File: src/verilog/oag_regs.vh
// Constants for the operand address generation block.
// Assumes inclusion by the design files of this block only.
`ifndef OAG_REGS_VH
`define OAG_REGS_VH

// ----------------------------------------------------------------
// Addressing mode codes, one-hot
// ----------------------------------------------------------------
`define OAG_MODE_W          8
`define OAG_MODE_REG8       8'h01
`define OAG_MODE_WORK4      8'h02
`define OAG_MODE_POINTER    8'h04
`define OAG_MODE_INDEXED    8'h08
`define OAG_MODE_ABSOLUTE   8'h10
`define OAG_MODE_PC_OFFSET  8'h20
`define OAG_MODE_LITERAL    8'h40

// ----------------------------------------------------------------
// Instruction class codes
// ----------------------------------------------------------------
`define OAG_CLS_W           3
`define OAG_CLS_OTHER       3'h0
`define OAG_CLS_LOAD        3'h1
`define OAG_CLS_ABS_JUMP    3'h2
`define OAG_CLS_CALL        3'h3
`define OAG_CLS_REL_JUMP    3'h4
`define OAG_CLS_DEC_BRANCH  3'h5

// ----------------------------------------------------------------
// Pointer targets
// ----------------------------------------------------------------
`define OAG_TGT_W           2
`define OAG_TGT_REGFILE     2'h0
`define OAG_TGT_PROGRAM     2'h1
`define OAG_TGT_DATA        2'h2

// ----------------------------------------------------------------
// Field positions and reset values
// ----------------------------------------------------------------
`define OAG_GP_HI_MSB       7
`define OAG_GP_HI_LSB       4
`define OAG_WORK_PREFIX     4'hE
`define OAG_RST_ADDR8       8'h00
`define OAG_RST_ADDR16      16'h0000

`endif
File: src/verilog/oag_addr_unit.v
// Combinational register address former for working and indexed operands.
// Assumes the group pointer value is supplied by the register file owner.
`timescale 1ns/1ns

module oag_addr_unit
(
    input  wire [7:0] group_ptr,
    input  wire [7:0] field8,
    input  wire [3:0] index_field,
    input  wire [7:0] index_value,
    output wire [7:0] work_addr,
    output wire [7:0] index_reg_addr,
    output wire [7:0] indexed_addr
);

`include "oag_regs.vh"

    // ----------------------------------------------------------------
    // Address forming
    // ----------------------------------------------------------------
    function [7:0] work_map;
        input [7:0] gp;
        input [3:0] nib;
        begin
            work_map = {gp[`OAG_GP_HI_MSB:`OAG_GP_HI_LSB], nib};
        end
    endfunction

    wire [8:0] sum_w;

    assign work_addr      = work_map(group_ptr, field8[3:0]);
    assign index_reg_addr = work_map(group_ptr, index_field);
    assign sum_w          = {1'b0, field8} + {1'b0, index_value};
    // Carry out of bit 7 is dropped so the result stays in the file.
    assign indexed_addr   = sum_w[7:0];

endmodule

File: src/verilog/oag_core.v
// Operand address generation for an 8-bit microcontroller core.
// Assumes a decoder supplies mode, class and fields with a start strobe,
// and a register file answers reads with data within the read cycle.
//
// Notes on behaviour
// - Register-file addresses are eight bits, reaching every location.
// - Memory addresses are sixteen bits taken from register pairs.
// - Working register address is group pointer high nibble over field.
// - Register mode delivers the selected register or pair contents.
// - Pointer mode reads a register and uses it as the address.
// - Memory pointer addresses come from a register pair, never one register.
// - Indexed mode, load only, adds a working register to the field.
// - Absolute mode loads instruction address as next address, jump or call.
// - Offset mode sign-extends an eight-bit displacement and adds it to the PC.
// - The PC added already points past the branching instruction.
// - Offset mode is allowed only for relative jump and decrement branch.
// - Literal operand comes from the instruction field, fetched from program.
`timescale 1ns/1ns

module oag_core
#(
    parameter AW = 16
)
(
    input  wire          clock,
    input  wire          resetn,
    input  wire          start,
    input  wire [7:0]    mode,
    input  wire [2:0]    op_class,
    input  wire [1:0]    ptr_target,
    input  wire          pair_op,
    input  wire [7:0]    field8,
    input  wire [3:0]    index_field,
    input  wire [15:0]   field16,
    input  wire [AW-1:0] next_pc,
    input  wire [7:0]    group_ptr,
    input  wire [7:0]    rf_rdata,
    output wire          busy,
    output reg           rf_rd,
    output reg  [7:0]    rf_raddr,
    output reg           done,
    output reg           illegal,
    output reg  [7:0]    reg_addr,
    output reg  [15:0]   operand,
    output reg  [AW-1:0] mem_addr,
    output reg  [1:0]    mem_space,
    output reg           mem_valid,
    output reg  [AW-1:0] target_pc,
    output reg           pc_load
);

`include "oag_regs.vh"

    // ----------------------------------------------------------------
    // States
    // ----------------------------------------------------------------
    localparam [4:0] ST_IDLE = 5'h01;
    localparam [4:0] ST_RDHI = 5'h02;
    localparam [4:0] ST_RDLO = 5'h04;
    localparam [4:0] ST_IDX  = 5'h08;
    localparam [4:0] ST_LAST = 5'h10;

    reg  [4:0]    state_q;
    reg  [7:0]    mode_q;
    reg  [1:0]    tgt_q;
    reg           pair_q;
    reg  [7:0]    base_q;
    reg  [7:0]    hi_q;

    wire [7:0]    work_addr;
    wire [7:0]    index_reg_addr;
    wire [7:0]    indexed_addr;
    reg  [7:0]    sel_addr;
    wire [7:0]    even_addr;
    wire [7:0]    unit_field;

    // While busy the unit sees the captured field, so the decoder may move on.
    assign unit_field = busy ? base_q : field8;

    oag_addr_unit oag_addr_unit_i
    (
        .group_ptr      (group_ptr),
        .field8         (unit_field),
        .index_field    (index_field),
        .index_value    (rf_rdata),
        .work_addr      (work_addr),
        .index_reg_addr (index_reg_addr),
        .indexed_addr   (indexed_addr)
    );

    // Busy covers every state but idle, so a start is ignored while it stands.
    assign busy = (state_q != ST_IDLE);

    // Sign extension of an 8-bit displacement to the PC width.
    function [AW-1:0] sext8;
        input [7:0] d;
        begin
            sext8 = {{(AW-8){d[7]}}, d};
        end
    endfunction

    // ----------------------------------------------------------------
    // Decoding helpers
    // ----------------------------------------------------------------
    // A memory pointer always needs two bytes, whatever the pair flag says.
    function needs_pair;
        input       pr;
        input [1:0] tg;
        begin
            needs_pair = pr | (tg != `OAG_TGT_REGFILE);
        end
    endfunction

    // Only the jump and the call may load an absolute target.
    function abs_class_ok;
        input [2:0] cl;
        begin
            abs_class_ok = (cl == `OAG_CLS_ABS_JUMP) || (cl == `OAG_CLS_CALL);
        end
    endfunction

    // Only the relative jump and the decrement branch may add a displacement.
    function rel_class_ok;
        input [2:0] cl;
        begin
            rel_class_ok = (cl == `OAG_CLS_REL_JUMP) || (cl == `OAG_CLS_DEC_BRANCH);
        end
    endfunction

    // Working form in working mode, or when the field carries the working prefix.
    always @*
    begin
        if (mode == `OAG_MODE_WORK4 || field8[7:4] == `OAG_WORK_PREFIX)
            sel_addr = work_addr;
        else
            sel_addr = field8;
    end

    // A pair always begins on the even byte of the pair.
    assign even_addr = {sel_addr[7:1], 1'b0};

    // ----------------------------------------------------------------
    // Sequencer
    // ----------------------------------------------------------------
    always @(posedge clock or negedge resetn)
    begin
        if (!resetn)
        begin
            state_q   <= ST_IDLE;
            mode_q    <= `OAG_MODE_REG8;
            tgt_q     <= `OAG_TGT_REGFILE;
            pair_q    <= 1'b0;
            base_q    <= `OAG_RST_ADDR8;
            hi_q      <= `OAG_RST_ADDR8;
            rf_rd     <= 1'b0;
            rf_raddr  <= `OAG_RST_ADDR8;
            done      <= 1'b0;
            illegal   <= 1'b0;
            reg_addr  <= `OAG_RST_ADDR8;
            operand   <= `OAG_RST_ADDR16;
            mem_addr  <= {AW{1'b0}};
            mem_space <= `OAG_TGT_REGFILE;
            mem_valid <= 1'b0;
            target_pc <= {AW{1'b0}};
            pc_load   <= 1'b0;
        end
        else
        begin
            done      <= 1'b0;
            illegal   <= 1'b0;
            mem_valid <= 1'b0;
            pc_load   <= 1'b0;
            rf_rd     <= 1'b0;
            case (state_q)
                ST_IDLE:
                begin
                    if (start)
                    begin
                        mode_q <= mode;
                        tgt_q  <= ptr_target;
                        pair_q <= needs_pair(pair_op, ptr_target);
                        base_q <= field8;
                        case (mode)
                            `OAG_MODE_REG8, `OAG_MODE_WORK4, `OAG_MODE_POINTER:
                            begin
                                rf_rd <= 1'b1;
                                if (needs_pair(pair_op, ptr_target))
                                    rf_raddr <= even_addr;
                                else
                                    rf_raddr <= sel_addr;
                                state_q <= ST_RDHI;
                            end
                            `OAG_MODE_INDEXED:
                            begin
                                if (op_class == `OAG_CLS_LOAD)
                                begin
                                    rf_rd    <= 1'b1;
                                    rf_raddr <= index_reg_addr;
                                    state_q  <= ST_IDX;
                                end
                                else
                                begin
                                    illegal <= 1'b1;
                                    done    <= 1'b1;
                                end
                            end
                            `OAG_MODE_ABSOLUTE:
                            begin
                                done <= 1'b1;
                                if (abs_class_ok(op_class))
                                begin
                                    target_pc <= field16[AW-1:0];
                                    pc_load   <= 1'b1;
                                end
                                else
                                    illegal <= 1'b1;
                            end
                            `OAG_MODE_PC_OFFSET:
                            begin
                                done <= 1'b1;
                                if (rel_class_ok(op_class))
                                begin
                                    // The caller's PC already points past this instruction.
                                    target_pc <= next_pc + sext8(field8);
                                    pc_load   <= 1'b1;
                                end
                                else
                                    illegal <= 1'b1;
                            end
                            `OAG_MODE_LITERAL:
                            begin
                                // The value comes straight from the fetched instruction bytes.
                                operand <= pair_op ? field16 : {8'h00, field8};
                                done    <= 1'b1;
                            end
                            default:
                            begin
                                illegal <= 1'b1;
                                done    <= 1'b1;
                            end
                        endcase
                    end
                end
                ST_IDX:
                begin
                    // The index register answered during the cycle just ended.
                    reg_addr <= indexed_addr;
                    done     <= 1'b1;
                    state_q  <= ST_IDLE;
                end
                ST_RDHI:
                begin
                    // The even byte of a pair is the high byte.
                    hi_q <= rf_rdata;
                    if (pair_q)
                    begin
                        rf_rd    <= 1'b1;
                        rf_raddr <= {rf_raddr[7:1], 1'b1};
                        state_q  <= ST_RDLO;
                    end
                    else
                    begin
                        operand  <= {8'h00, rf_rdata};
                        reg_addr <= (mode_q == `OAG_MODE_POINTER) ? rf_rdata : rf_raddr;
                        done     <= 1'b1;
                        state_q  <= ST_IDLE;
                    end
                end
                ST_RDLO:
                begin
                    operand <= {hi_q, rf_rdata};
                    state_q <= ST_LAST;
                end
                ST_LAST:
                begin
                    // The pair is complete; hand the address to its space.
                    if (mode_q == `OAG_MODE_POINTER)
                    begin
                        if (tgt_q == `OAG_TGT_REGFILE)
                            reg_addr <= operand[7:0];
                        else
                        begin
                            mem_addr  <= operand[AW-1:0];
                            mem_space <= tgt_q;
                            mem_valid <= 1'b1;
                        end
                    end
                    else
                        reg_addr <= base_q;
                    done    <= 1'b1;
                    state_q <= ST_IDLE;
                end
                default:
                begin
                    // An unknown state falls back to idle.
                    state_q <= ST_IDLE;
                end
            endcase
        end
    end

endmodule

File: config.mk
export PLATFORM = sky130hd
export DESIGN_NAME = oag_core
export DESIGN_NICKNAME = d
export VERILOG_FILES = /design/src/verilog/oag_addr_unit.v /design/src/verilog/oag_core.v
export VERILOG_INCLUDE_DIRS = /design/src /design/src/verilog
export SDC_FILE = /design/constraint.sdc
export NUM_CORES = 1
export LEC_CHECK = 0
export BUFFER_PORTS_ARGS = -buffer_cell sky130_fd_sc_hd__buf_2
export CORE_UTILIZATION = 45
export CTS_BUF_LIST = sky130_fd_sc_hd__clkbuf_4 sky130_fd_sc_hd__clkbuf_8
export CTS_CLUSTER_DIAMETER = 40
export DETAILED_ROUTE_END_ITERATION = 16
export PLACE_DENSITY = 0.69
export SLEW_MARGIN = 5
export SYNTH_ARGS = -nofsm -noshare
export SYNTH_HDL_FRONTEND = slang
export SYNTH_SLANG_ARGS = --single-unit
File: constraint.sdc
create_clock -name clock -period 6.5 [get_ports clock]
set_clock_uncertainty 0.1 [all_clocks]
set_input_delay 0.65 -clock clock [delete_from_list [all_inputs] [get_ports clock]]
set_output_delay 0.65 -clock clock [all_outputs]
set_load 0.02 [all_outputs]
==> Implementation_results.wiki, run 1 <==
{| class="wikitable"
! Metric !! Value
|-
| Category of the worst setup path launch point || flip-flop
|-
| TritonCTS buffer count || 9
|-
| Met3 routing resource usage after global routing || 3.71%
|-
| Detailed-router iteration count before antenna repair || 4
|-
| Initial antenna violation count || 0
|-
| Effective utilization at floorplan || 46.2%
|-
| P_leak || 3.56 nW
|-
| Number of global-route vias before repair || 4784
|-
| TritonCTS clock tree || yes
|-
| Maximum vdd drop || 89.0 uV
|-
| Number of cells upsized or downsized after cts || 0
|-
| Cell area after technology mapping || 5830 um^2
|-
| Part of the power in the clock network || 32.0%
|-
| Combinational group share of total power || 19.0%
|-
| Wire length of the first global-routing pass || 24500 um
|-
| Remaining number of nets flagged by the antenna check after routing || 0
|-
| Crit path arrival time || 3600 ps
|-
| Maximum level of the CTS H-tree || 3
|-
| Number of buffers on the longest clock path || 2
|-
| Count of vias placed by the detailed router || 5058
|-
| Clk pin slew, worst setup/hold paths || 110 ps
|-
| I/O pin total || 149
|-
| Layout cells sized above 1 || 29.0%
|-
| Met2 Usage GRT || 38.4%
|-
| RePlAce Congestion || 0.898
|-
| Most used routing layer in global routing || met2
|-
| Vertical extent of the die || 116 um
|-
| Area growth from synthesis to layout || 18.5%
|-
| Fmax achieved || 0.291 GHz
|-
| Drt first-iter violations || 279
|-
| Largest area contributor in the netlist || dfrtp_1
|-
| Vias/cell || 5.53
|-
| Required time of the critical path || 6670 ps
|-
| Flop pwr share || 49.1%
|-
| Power spent charging and discharging nets || 427 uW
|-
| Clock insertion delay at the later pin of the skew report || 380 ps
|-
| Die area || 13400 um^2
|-
| Post-synth top flop || dfrtp_1
|-
| YS warnings || 0
|-
| Final Hold Vio Count || 0
|-
| Final core utilization || 54.8%
|-
| Final Total Pwr || 1.44 mW
|-
| Power density over cell area || 208 nW/um^2
|-
| Biggest area contributors in the synthesized netlist || dfrtp_1 (43%), mux2_2 (8.9%), nand2_1 (5.7%)
|-
| Top cell type's share of synthesized area || 43.3%
|-
| Accumulated negative setup slack || 0 ps
|-
| Net count reported at finish || 840
|-
| Port Buffer Count || 144
|-
| CP max-delay cell || nand3b_1
|-
| Number of antenna cells inserted || 0
|-
| WS Path Type || reg -> reg
|-
| Post-layout minimum cycle time || 3440 ps
|-
| Cell class contributing the biggest share of worst-path delay || simple AND/OR/NAND/NOR gates
|-
| Critical Path Most Common Cell || a21oi_1
|-
| Sequential-to-total area share from yosys stat || 44.2%
|-
| GR Util met1 || 32.7%
|-
| CTS root buf || clkbuf_8
|-
| Overall routed net length || 15700 um
|-
| Hold Crit Class || in -> async
|-
| Proportion of total power due to net switching || 29.7%
|-
| Sum of overflow across all layers after global routing || 0
|-
| Register cell area after layout || 2580 um^2
|-
| Core region area || 12600 um^2
|-
| Delay of the slowest critical-path stage || 490 ps
|-
| Net count after synthesis || 709
|-
| Average cell area after synthesis || 9.63 um^2
|-
| Share of synthesized registers carrying an async set or reset || 100%
|-
| Top-count cell post-synth || dfrtp_1
|-
| Number of fill cells || 1186
|-
| Slew HR || 32.3%
|-
| Combined area of the multi-input logic cells || 3070 um^2
|-
| Top cell types by occurrence after synthesis || dfrtp_1 (101), nand2_1 (89), mux2_2 (46), a21oi_1 (45), nor2_1 (32)
|-
| Largest net degree at the start of global routing || 60
|-
| CTS Sinks || 103
|-
| Die Span X || 116 um
|-
| CP bufs+invs || 1
|-
| Postcts setup bufs || 0
|-
| Worst-margin pin slew || 1010 ps
|-
| Post-synth EDFFs || 0
|-
| Row Count || 41
|-
| Total of max-cap violations || 0
|-
| Maximum net fanout on the critical path || 9
|-
| Detailed placer's ending HPWL || 12000 um
|-
| DRC viols || 0
|-
| Kind of end point of the critical path || flip-flop
|-
| Synth Register Bits || 103
|-
| Final max-slew violation count || 0
|-
| Routed WL per cell || 17.1 um
|-
| Result of the run || completed
|-
| Internal power consumption || 1.01 mW
|-
| # hold bufs at CTS || 0
|-
| Yosys cell types || 54
|-
| Number of standard cells after synthesis || 606
|-
| Final setup violation count || 0
|-
| Crit share post-route || 52.9%
|-
| Total track usage || 24.0%
|-
| Setup repair after global routing missed its margin || no
|-
| Sequence of cells on the critical path || nor3_1, nand3b_1, mux2_1, ha_1, inv_1, fa_1, o21ai_0, a21o_1, a21oi_1, xnor2_1, a21oi_1, o21ai_1
|}
## flip-flops by register name (all words and copies together), names as in the netlist, 2 cells and up
name       count
tgt_q          2
base_q         8
rf_raddr       8
mem_addr      16
operand       16
mem_space      2
target_pc     16
state_q        5
hi_q           8
mode_q         8
reg_addr       8
## layout make-up
cell class / instances / share of cell area [%]
sequential: 103 / 37.3
multi-input combinational: 457 / 44.5
inverter: 19 / 1.03
clock buffer: 9 / 1.79
clock inverter: 7 / 1.48
tap: 172 / 3.11
timing repair buffer: 147 / 10.8
## worst reg2reg max path, stage by stage (launching register included)
cell and delay (ps):
dfrtp_1 430, nor3_1 340, nand3b_1 490, mux2_1 400
ha_1 170, inv_1 60, fa_1 390, o21ai_0 300
a21o_1 170, a21oi_1 70, xnor2_1 130, a21oi_1 200
o21ai_1 80
## per-stage QoR
step                area, um^2  hold WS [ps]  setup slack [ps]  instances
detailed placement        6690           366              3080        898
CTS                       6910           163              3050        914
global placement          6690           356              3080        898
global route              6910           185              2750        914
finish                    6910           148              3060        914
floorplan                 5830           254              3690        606
## kinds of logic (layout without fill, tap and decap cells)
logic type                 Yosys count  after routing  share of synthesized area [%]
and+or+nand+nor                    191            191                           15.6
AOI/OAI and AO/OA                  148            148                           14.7
DFF                                103            103                           44.2
muxes                               77             77                           14.3
buffers and inverters               46            182                           3.11
adders and majority gates           26             26                           5.83
xor gates and xnor gates            15             15                           2.25
## final timing paths
| kind | slack [ps] | start | depth (start not counted) | end |
|---|---|---|---|---|
| max | 3060 | state_q[4]$_DFFE_PN0P_ | 12 | reg_addr[6]$_DFFE_PN0P_ |
| max reg2reg | 3060 | state_q[4]$_DFFE_PN0P_ | 12 | reg_addr[6]$_DFFE_PN0P_ |
| min reg2reg | 390 | reg_addr[2]$_DFFE_PN0P_ | 2 | reg_addr[2]$_DFFE_PN0P_ |
| max in group asynchronous | 4960 | resetn | 2 | rf_raddr[7]$_DFFE_PN0P_ |
| min in group clock | 390 | reg_addr[2]$_DFFE_PN0P_ | 2 | reg_addr[2]$_DFFE_PN0P_ |
| min | 150 | resetn | 1 | mem_valid$_DFF_PN0_ |
## placed cells by master (no fill, tap or decap), types with 3 or more instances in the layout
cell type and n:
buf_2 143, dfrtp_1 101, nand2_1 89, mux2_2 46, a21oi_1 45, nor2_1 32
mux2i_1 28, o21ai_0 27, o21ai_1 26, ha_1 24, nand3_1 20, inv_1 18
nor3_1 9, a21o_1 9, xnor2_1 9, o22ai_1 9, clkbuf_8 9, a22oi_1 8
xor2_1 6, and3_1 6, a31oi_1 5, nand3b_1 4, and2_1 4, nand4_1 4
o211ai_1 4, buf_4 4, mux2_1 3, a211oi_1 3, nor4b_1 3, o21a_1 3
nor2b_1 3
## power groups by stage
stage	Clock, mW	Sequential (mW)	Combinational (mW)
after detailed placement	0	0.717	0.271
after global placement	0	0.715	0.263
final	0.459	0.705	0.272
after CTS	0.468	0.704	0.273
after global routing	0.492	0.709	0.301
after floorplan	0	0.734	0.140
## metal layers
| layer | share of wire, % | vias up |
|---|---|---|
| met5 | 0 | - |
| met4 | 2.6 | 0 |
| met3 | 5.1 | 31 |
| met2 | 47 | 168 |
| met1 | 45 | 2426 |
| li1 | - | 2433 |
(Power assumes the default switching activity.)
==> run 2: changes to the inputs <==
ABC_AREA = 1   (was unset)
PLACE_DENSITY = 0.71   (was 0.69)
clock period = 2.8 ns   (was 6.5 ns; I/O delays follow)
==> run 2 against run 1 <==
Compared with the run above:
- setup slack got worse by 2900 ps
- first-iteration DRC count up 62%
- utilization fell by 1.2 points
- sequential cell count did not move
- critical endpoint is now reg_addr[5]$_DFFE_PN0P_
- non-clock buffer count is 8 higher
- global-route usage rose by 1.6 points
- register-to-register slack worse by 2900 ps
- die area up 14%
- largest cell class unchanged
- synthesized cell count rose by 55%
==> Implementation_results.wiki, run 2 <==
{| class="wikitable"
! Metric !! Value
|-
| Fmax achieved || 0.385 GHz (+32%)
|-
| Total track usage || 25.6% (+1.6 points)
|-
| Average cell area after synthesis || 7.08 um^2 (-26%)
|-
| Sequential-to-total area share from yosys stat || 38.7% (-5.6 points)
|-
| Final Worst Setup Slack || 205 ps (-2860 ps)
|-
| Flop pwr share || 41.1% (-8.0 points)
|-
| I/O pin total || 149 (unchanged)
|-
| Part of the power in the clock network || 18.6% (-13 points)
|-
| Area growth from synthesis to layout || 16.2%
|-
| Drt first-iter violations || 452 (+62%)
|-
| Slew HR || 41.9% (+9.6 points)
|-
| Layout cells sized above 1 || 21.1% (-7.9 points)
|-
| YS warnings || 0 (unchanged)
|-
| Core region area || 14500 um^2 (+15%)
|-
| Number of global-route vias before repair || 5924 (+24%)
|-
| End of the worst hold path || tgt_q[1]$_DFFE_PN0P_
|-
| Number of buffers on the longest clock path || 2 (unchanged)
|-
| Worst hold path depth || 3
|-
| Internal power consumption || 2.84 mW (+180%)
|-
| Row Count || 44 (+7.3%)
|-
| Net count after synthesis || 1045 (+47%)
|-
| Power density over cell area || 620 nW/um^2 (+200%)
|-
| Worst-margin pin slew || 871 ps (-142 ps)
|-
| Maximum vdd drop || 279 uV (+210%)
|-
| Register-to-register path setup slack || 210 ps (-2860 ps)
|-
| Net count reported at finish || 1186 (+41%)
|-
| Yosys cell types || 38 (-30%)
|-
| Maximum net fanout on the critical path || 13 (+4)
|-
| Routed WL per cell || 14.7 um (-14%)
|-
| Number of standard cells after synthesis || 942 (+55%)
|-
| Share of synthesized registers carrying an async set or reset || 100% (unchanged)
|-
| Postcts setup bufs || 0 (unchanged)
|-
| Top-count cell post-synth || nand2_1
|-
| Wire length of the first global-routing pass || 29400 um (+20%)
|-
| Synth Register Bits || 103 (unchanged)
|-
| Crit share post-route || 92.7% (+40 points)
|-
| Top cell types by occurrence after synthesis || nand2_1 (337), inv_1 (121), dfrtp_1 (101), nand3_1 (70), o21ai_0 (62)
|-
| Detailed-router iteration count before antenna repair || 5 (+1)
|-
| Largest net degree at the start of global routing || 42 (-30%)
|-
| Largest area contributor in the netlist || dfrtp_1
|-
| P_leak || 4.41 nW (+24%)
|-
| Crit path arrival time || 2770 ps (-830 ps)
|-
| Cell area after technology mapping || 6670 um^2 (+14%)
|-
| Biggest area contributors in the synthesized netlist || dfrtp_1 (38%), nand2_1 (19%), inv_1 (6.8%)
|-
| Number of antenna cells inserted || 0 (unchanged)
|-
| Clock insertion delay at the later pin of the skew report || 380 ps (about the same)
|-
| Sum of overflow across all layers after global routing || 0 (unchanged)
|-
| Post-synth top flop || dfrtp_1
|-
| Delay of the slowest critical-path stage || 580 ps (+90 ps)
|-
| Placed inst area || 7550 um^2 (+13%)
|-
| Die Span X || 124 um (+6.8%)
|-
| CTS root buf || clkbuf_8
|-
| Most common cell after layout, fill and taps aside || nand2_1
|-
| Required time of the critical path || 2980 ps (-3690 ps)
|-
| Final Hold Vio Count || 0 (unchanged)
|-
| CP max-delay cell || dfstp_2
|-
| Sequence of cells on the critical path || inv_2, nor2_4, nand3_4, buf_12, o21ai_1, inv_1, ha_1, nand3_1, nand2_1, nand2_1, nand2_1, nand2_1, nand3_1, nand3_1, nand2_1, nand2_1
|-
| DRC viols || 0 (unchanged)
|-
| Cell class contributing the biggest share of worst-path delay || simple AND/OR/NAND/NOR gates
|-
| Commonest cells after routing, fill and taps aside || nand2_1 (337), buf_2 (143), inv_1 (121)
|-
| Cell area after layout || 7750 um^2 (+12%)
|-
| Total of max-cap violations || 0 (unchanged)
|-
| Remaining number of nets flagged by the antenna check after routing || 0 (unchanged)
|-
| Kind of end point of the critical path || flip-flop
|-
| Result of the run || completed
|-
| Initial antenna violation count || 1 (+1)
|-
| Maximum level of the CTS H-tree || 3 (unchanged)
|-
| Accumulated negative setup slack || 0 ps (unchanged)
|-
| Final Total Pwr || 4.81 mW (+230%)
|-
| Post-layout minimum cycle time || 2590 ps (-843 ps)
|-
| TritonCTS clock tree || yes
|-
| Stages on worst setup path || 16 (+4)
|-
| Effective utilization at floorplan || 46.1% (-0.15 points)
|-
| Critical Path Most Common Cell || nand2_1
|-
| Count of vias placed by the detailed router || 6445 (+27%)
|-
| Die area || 15300 um^2 (+14%)
|-
| Min Hold Slack || 25.4 ps (-122 ps)
|-
| Clk pin slew, worst setup/hold paths || 100 ps (about the same)
|-
| Regs by FF count || mem_addr: 16 flops, operand: 16 flops, target_pc: 16 flops
|-
| Post-synth EDFFs || 0 (unchanged)
|-
| Startpoint of the lowest-slack hold path || ptr_target[1]
|-
| Critical register-to-register path endpoint || reg_addr[5]$_DFFE_PN0P_
|-
| Pre-CTS setup slack || 100 ps (-2980 ps)
|-
| WS Path Type || reg -> reg
|-
| Vias/cell || 5.07 (-8.4%)
|-
| Vertical extent of the die || 124 um (+6.8%)
|-
| Setup repair after global routing missed its margin || no
|-
| RePlAce Congestion || 0.969 (+7.9%)
|-
| Top cell type's share of synthesized area || 37.9% (-5.4 points)
|-
| Overall routed net length || 18600 um (+19%)
|-
| Proportion of total power due to net switching || 40.9% (+11 points)
|-
| TritonCTS buffer count || 9 (unchanged)
|-
| CP bufs+invs || 3 (+2)
|-
| Count of cells along the worst register-to-register path || 16 (+4)
|-
| Reg2Reg Launch Point || state_q[0]$_DFFE_PN1P_
|-
| Category of the worst setup path launch point || flip-flop
|-
| Hold Crit Class || in -> reg
|-
| Final setup violation count || 0 (unchanged)
|-
| Power spent charging and discharging nets || 1.97 mW (+360%)
|-
| Port Buffer Count || 144 (unchanged)
|-
| Detailed placer's ending HPWL || 14900 um (+24%)
|-
| Final max-slew violation count || 0 (unchanged)
|-
| Combinational group share of total power || 40.3% (+21 points)
|-
| CTS Sinks || 103 (unchanged)
|}
-- run 2: changes by cell type after synthesis, moves of 23 or more --
cell	before	now
mux2_2	46	0
mux2i_1	28	5
nand2_1	89	337
nand3_1	20	70
o21ai_0	27	62
inv_1	18	121
-- run 2: repair_timing --
action                                  in CTS  in global routing
endpoints found under the setup margin       0                  5
hold buffers                                 1                  0
endpoints found under the hold margin       38                  0
gates resized for setup                      0                  3
-- run 2: worst min-delay path: cells and delay by family --
kind,cells,cell delay (ps)
AND/OR/NAND/NOR,1,40
AO/OA/AOI/OAI,1,60
buffers and inverters,1,90
-- run 2: metal layers --
layer  vias up  routed length, um  share of wire, %  global-route usage [%]
li1       3256                  -                 -                       -
met1      2913               8220                44                    32.7
met2       243               8680                47                    43.1
met3        31               1300               6.9                    5.13
met4         2                439               2.4                    8.89
met5         -                 13             0.070                       0
-- run 2: kinds of logic after synthesis --
logic type      synth area share, %
simple gates                   33.2
buf+inv                        10.4
compound gates                 11.0
flops                          38.7
fa+ha+maj                      5.10
xor+xnor                      0.919
mux                           0.750
-- run 2: cell type report --
type                    count  area (um^2)
fillers                  1469         6730
well taps                 184          230
clock inverters             3         18.8
inverters                 137          518
flip-flops and latches    103         2580
multi-input cells         677         3410
repair buffers            155          833
clock buffers              12          159
-- run 2: worst max path at each step --
stage	slack (ps)	startpoint	endpoint
detailed placement	100	state_q[0]$_DFFE_PN1P_	reg_addr[7]$_DFFE_PN0P_
floorplan	360	state_q[0]$_DFFE_PN1P_	reg_addr[6]$_DFFE_PN0P_
global route	40	state_q[0]$_DFFE_PN1P_	reg_addr[4]$_DFFE_PN0P_
global placement	180	state_q[0]$_DFFE_PN1P_	reg_addr[7]$_DFFE_PN0P_
finish	210	state_q[0]$_DFFE_PN1P_	reg_addr[5]$_DFFE_PN0P_
CTS	50	state_q[0]$_DFFE_PN1P_	reg_addr[7]$_DFFE_PN0P_
-- run 2: per-stage QoR --
stage,std cells,util [%]
2_1_floorplan,942,-
3_3_place_gp,1255,52.1
3_5_place_dp,1255,52.1
4_1_cts,1271,53.4
5_1_grt,1271,53.5
6_report,1271,53.5
-- run 2: power by group through the flow --
stage | Combinational (mW) | Sequential, mW | Clock [mW]
2_1_floorplan | 1.22 | 2.15 | 0
3_3_place_gp | 1.89 | 2.00 | 0
3_5_place_dp | 1.92 | 2.01 | 0
4_1_cts | 1.93 | 1.98 | 0.915
5_1_grt | 2.19 | 2.01 | 0.960
6_report | 1.93 | 1.98 | 0.894
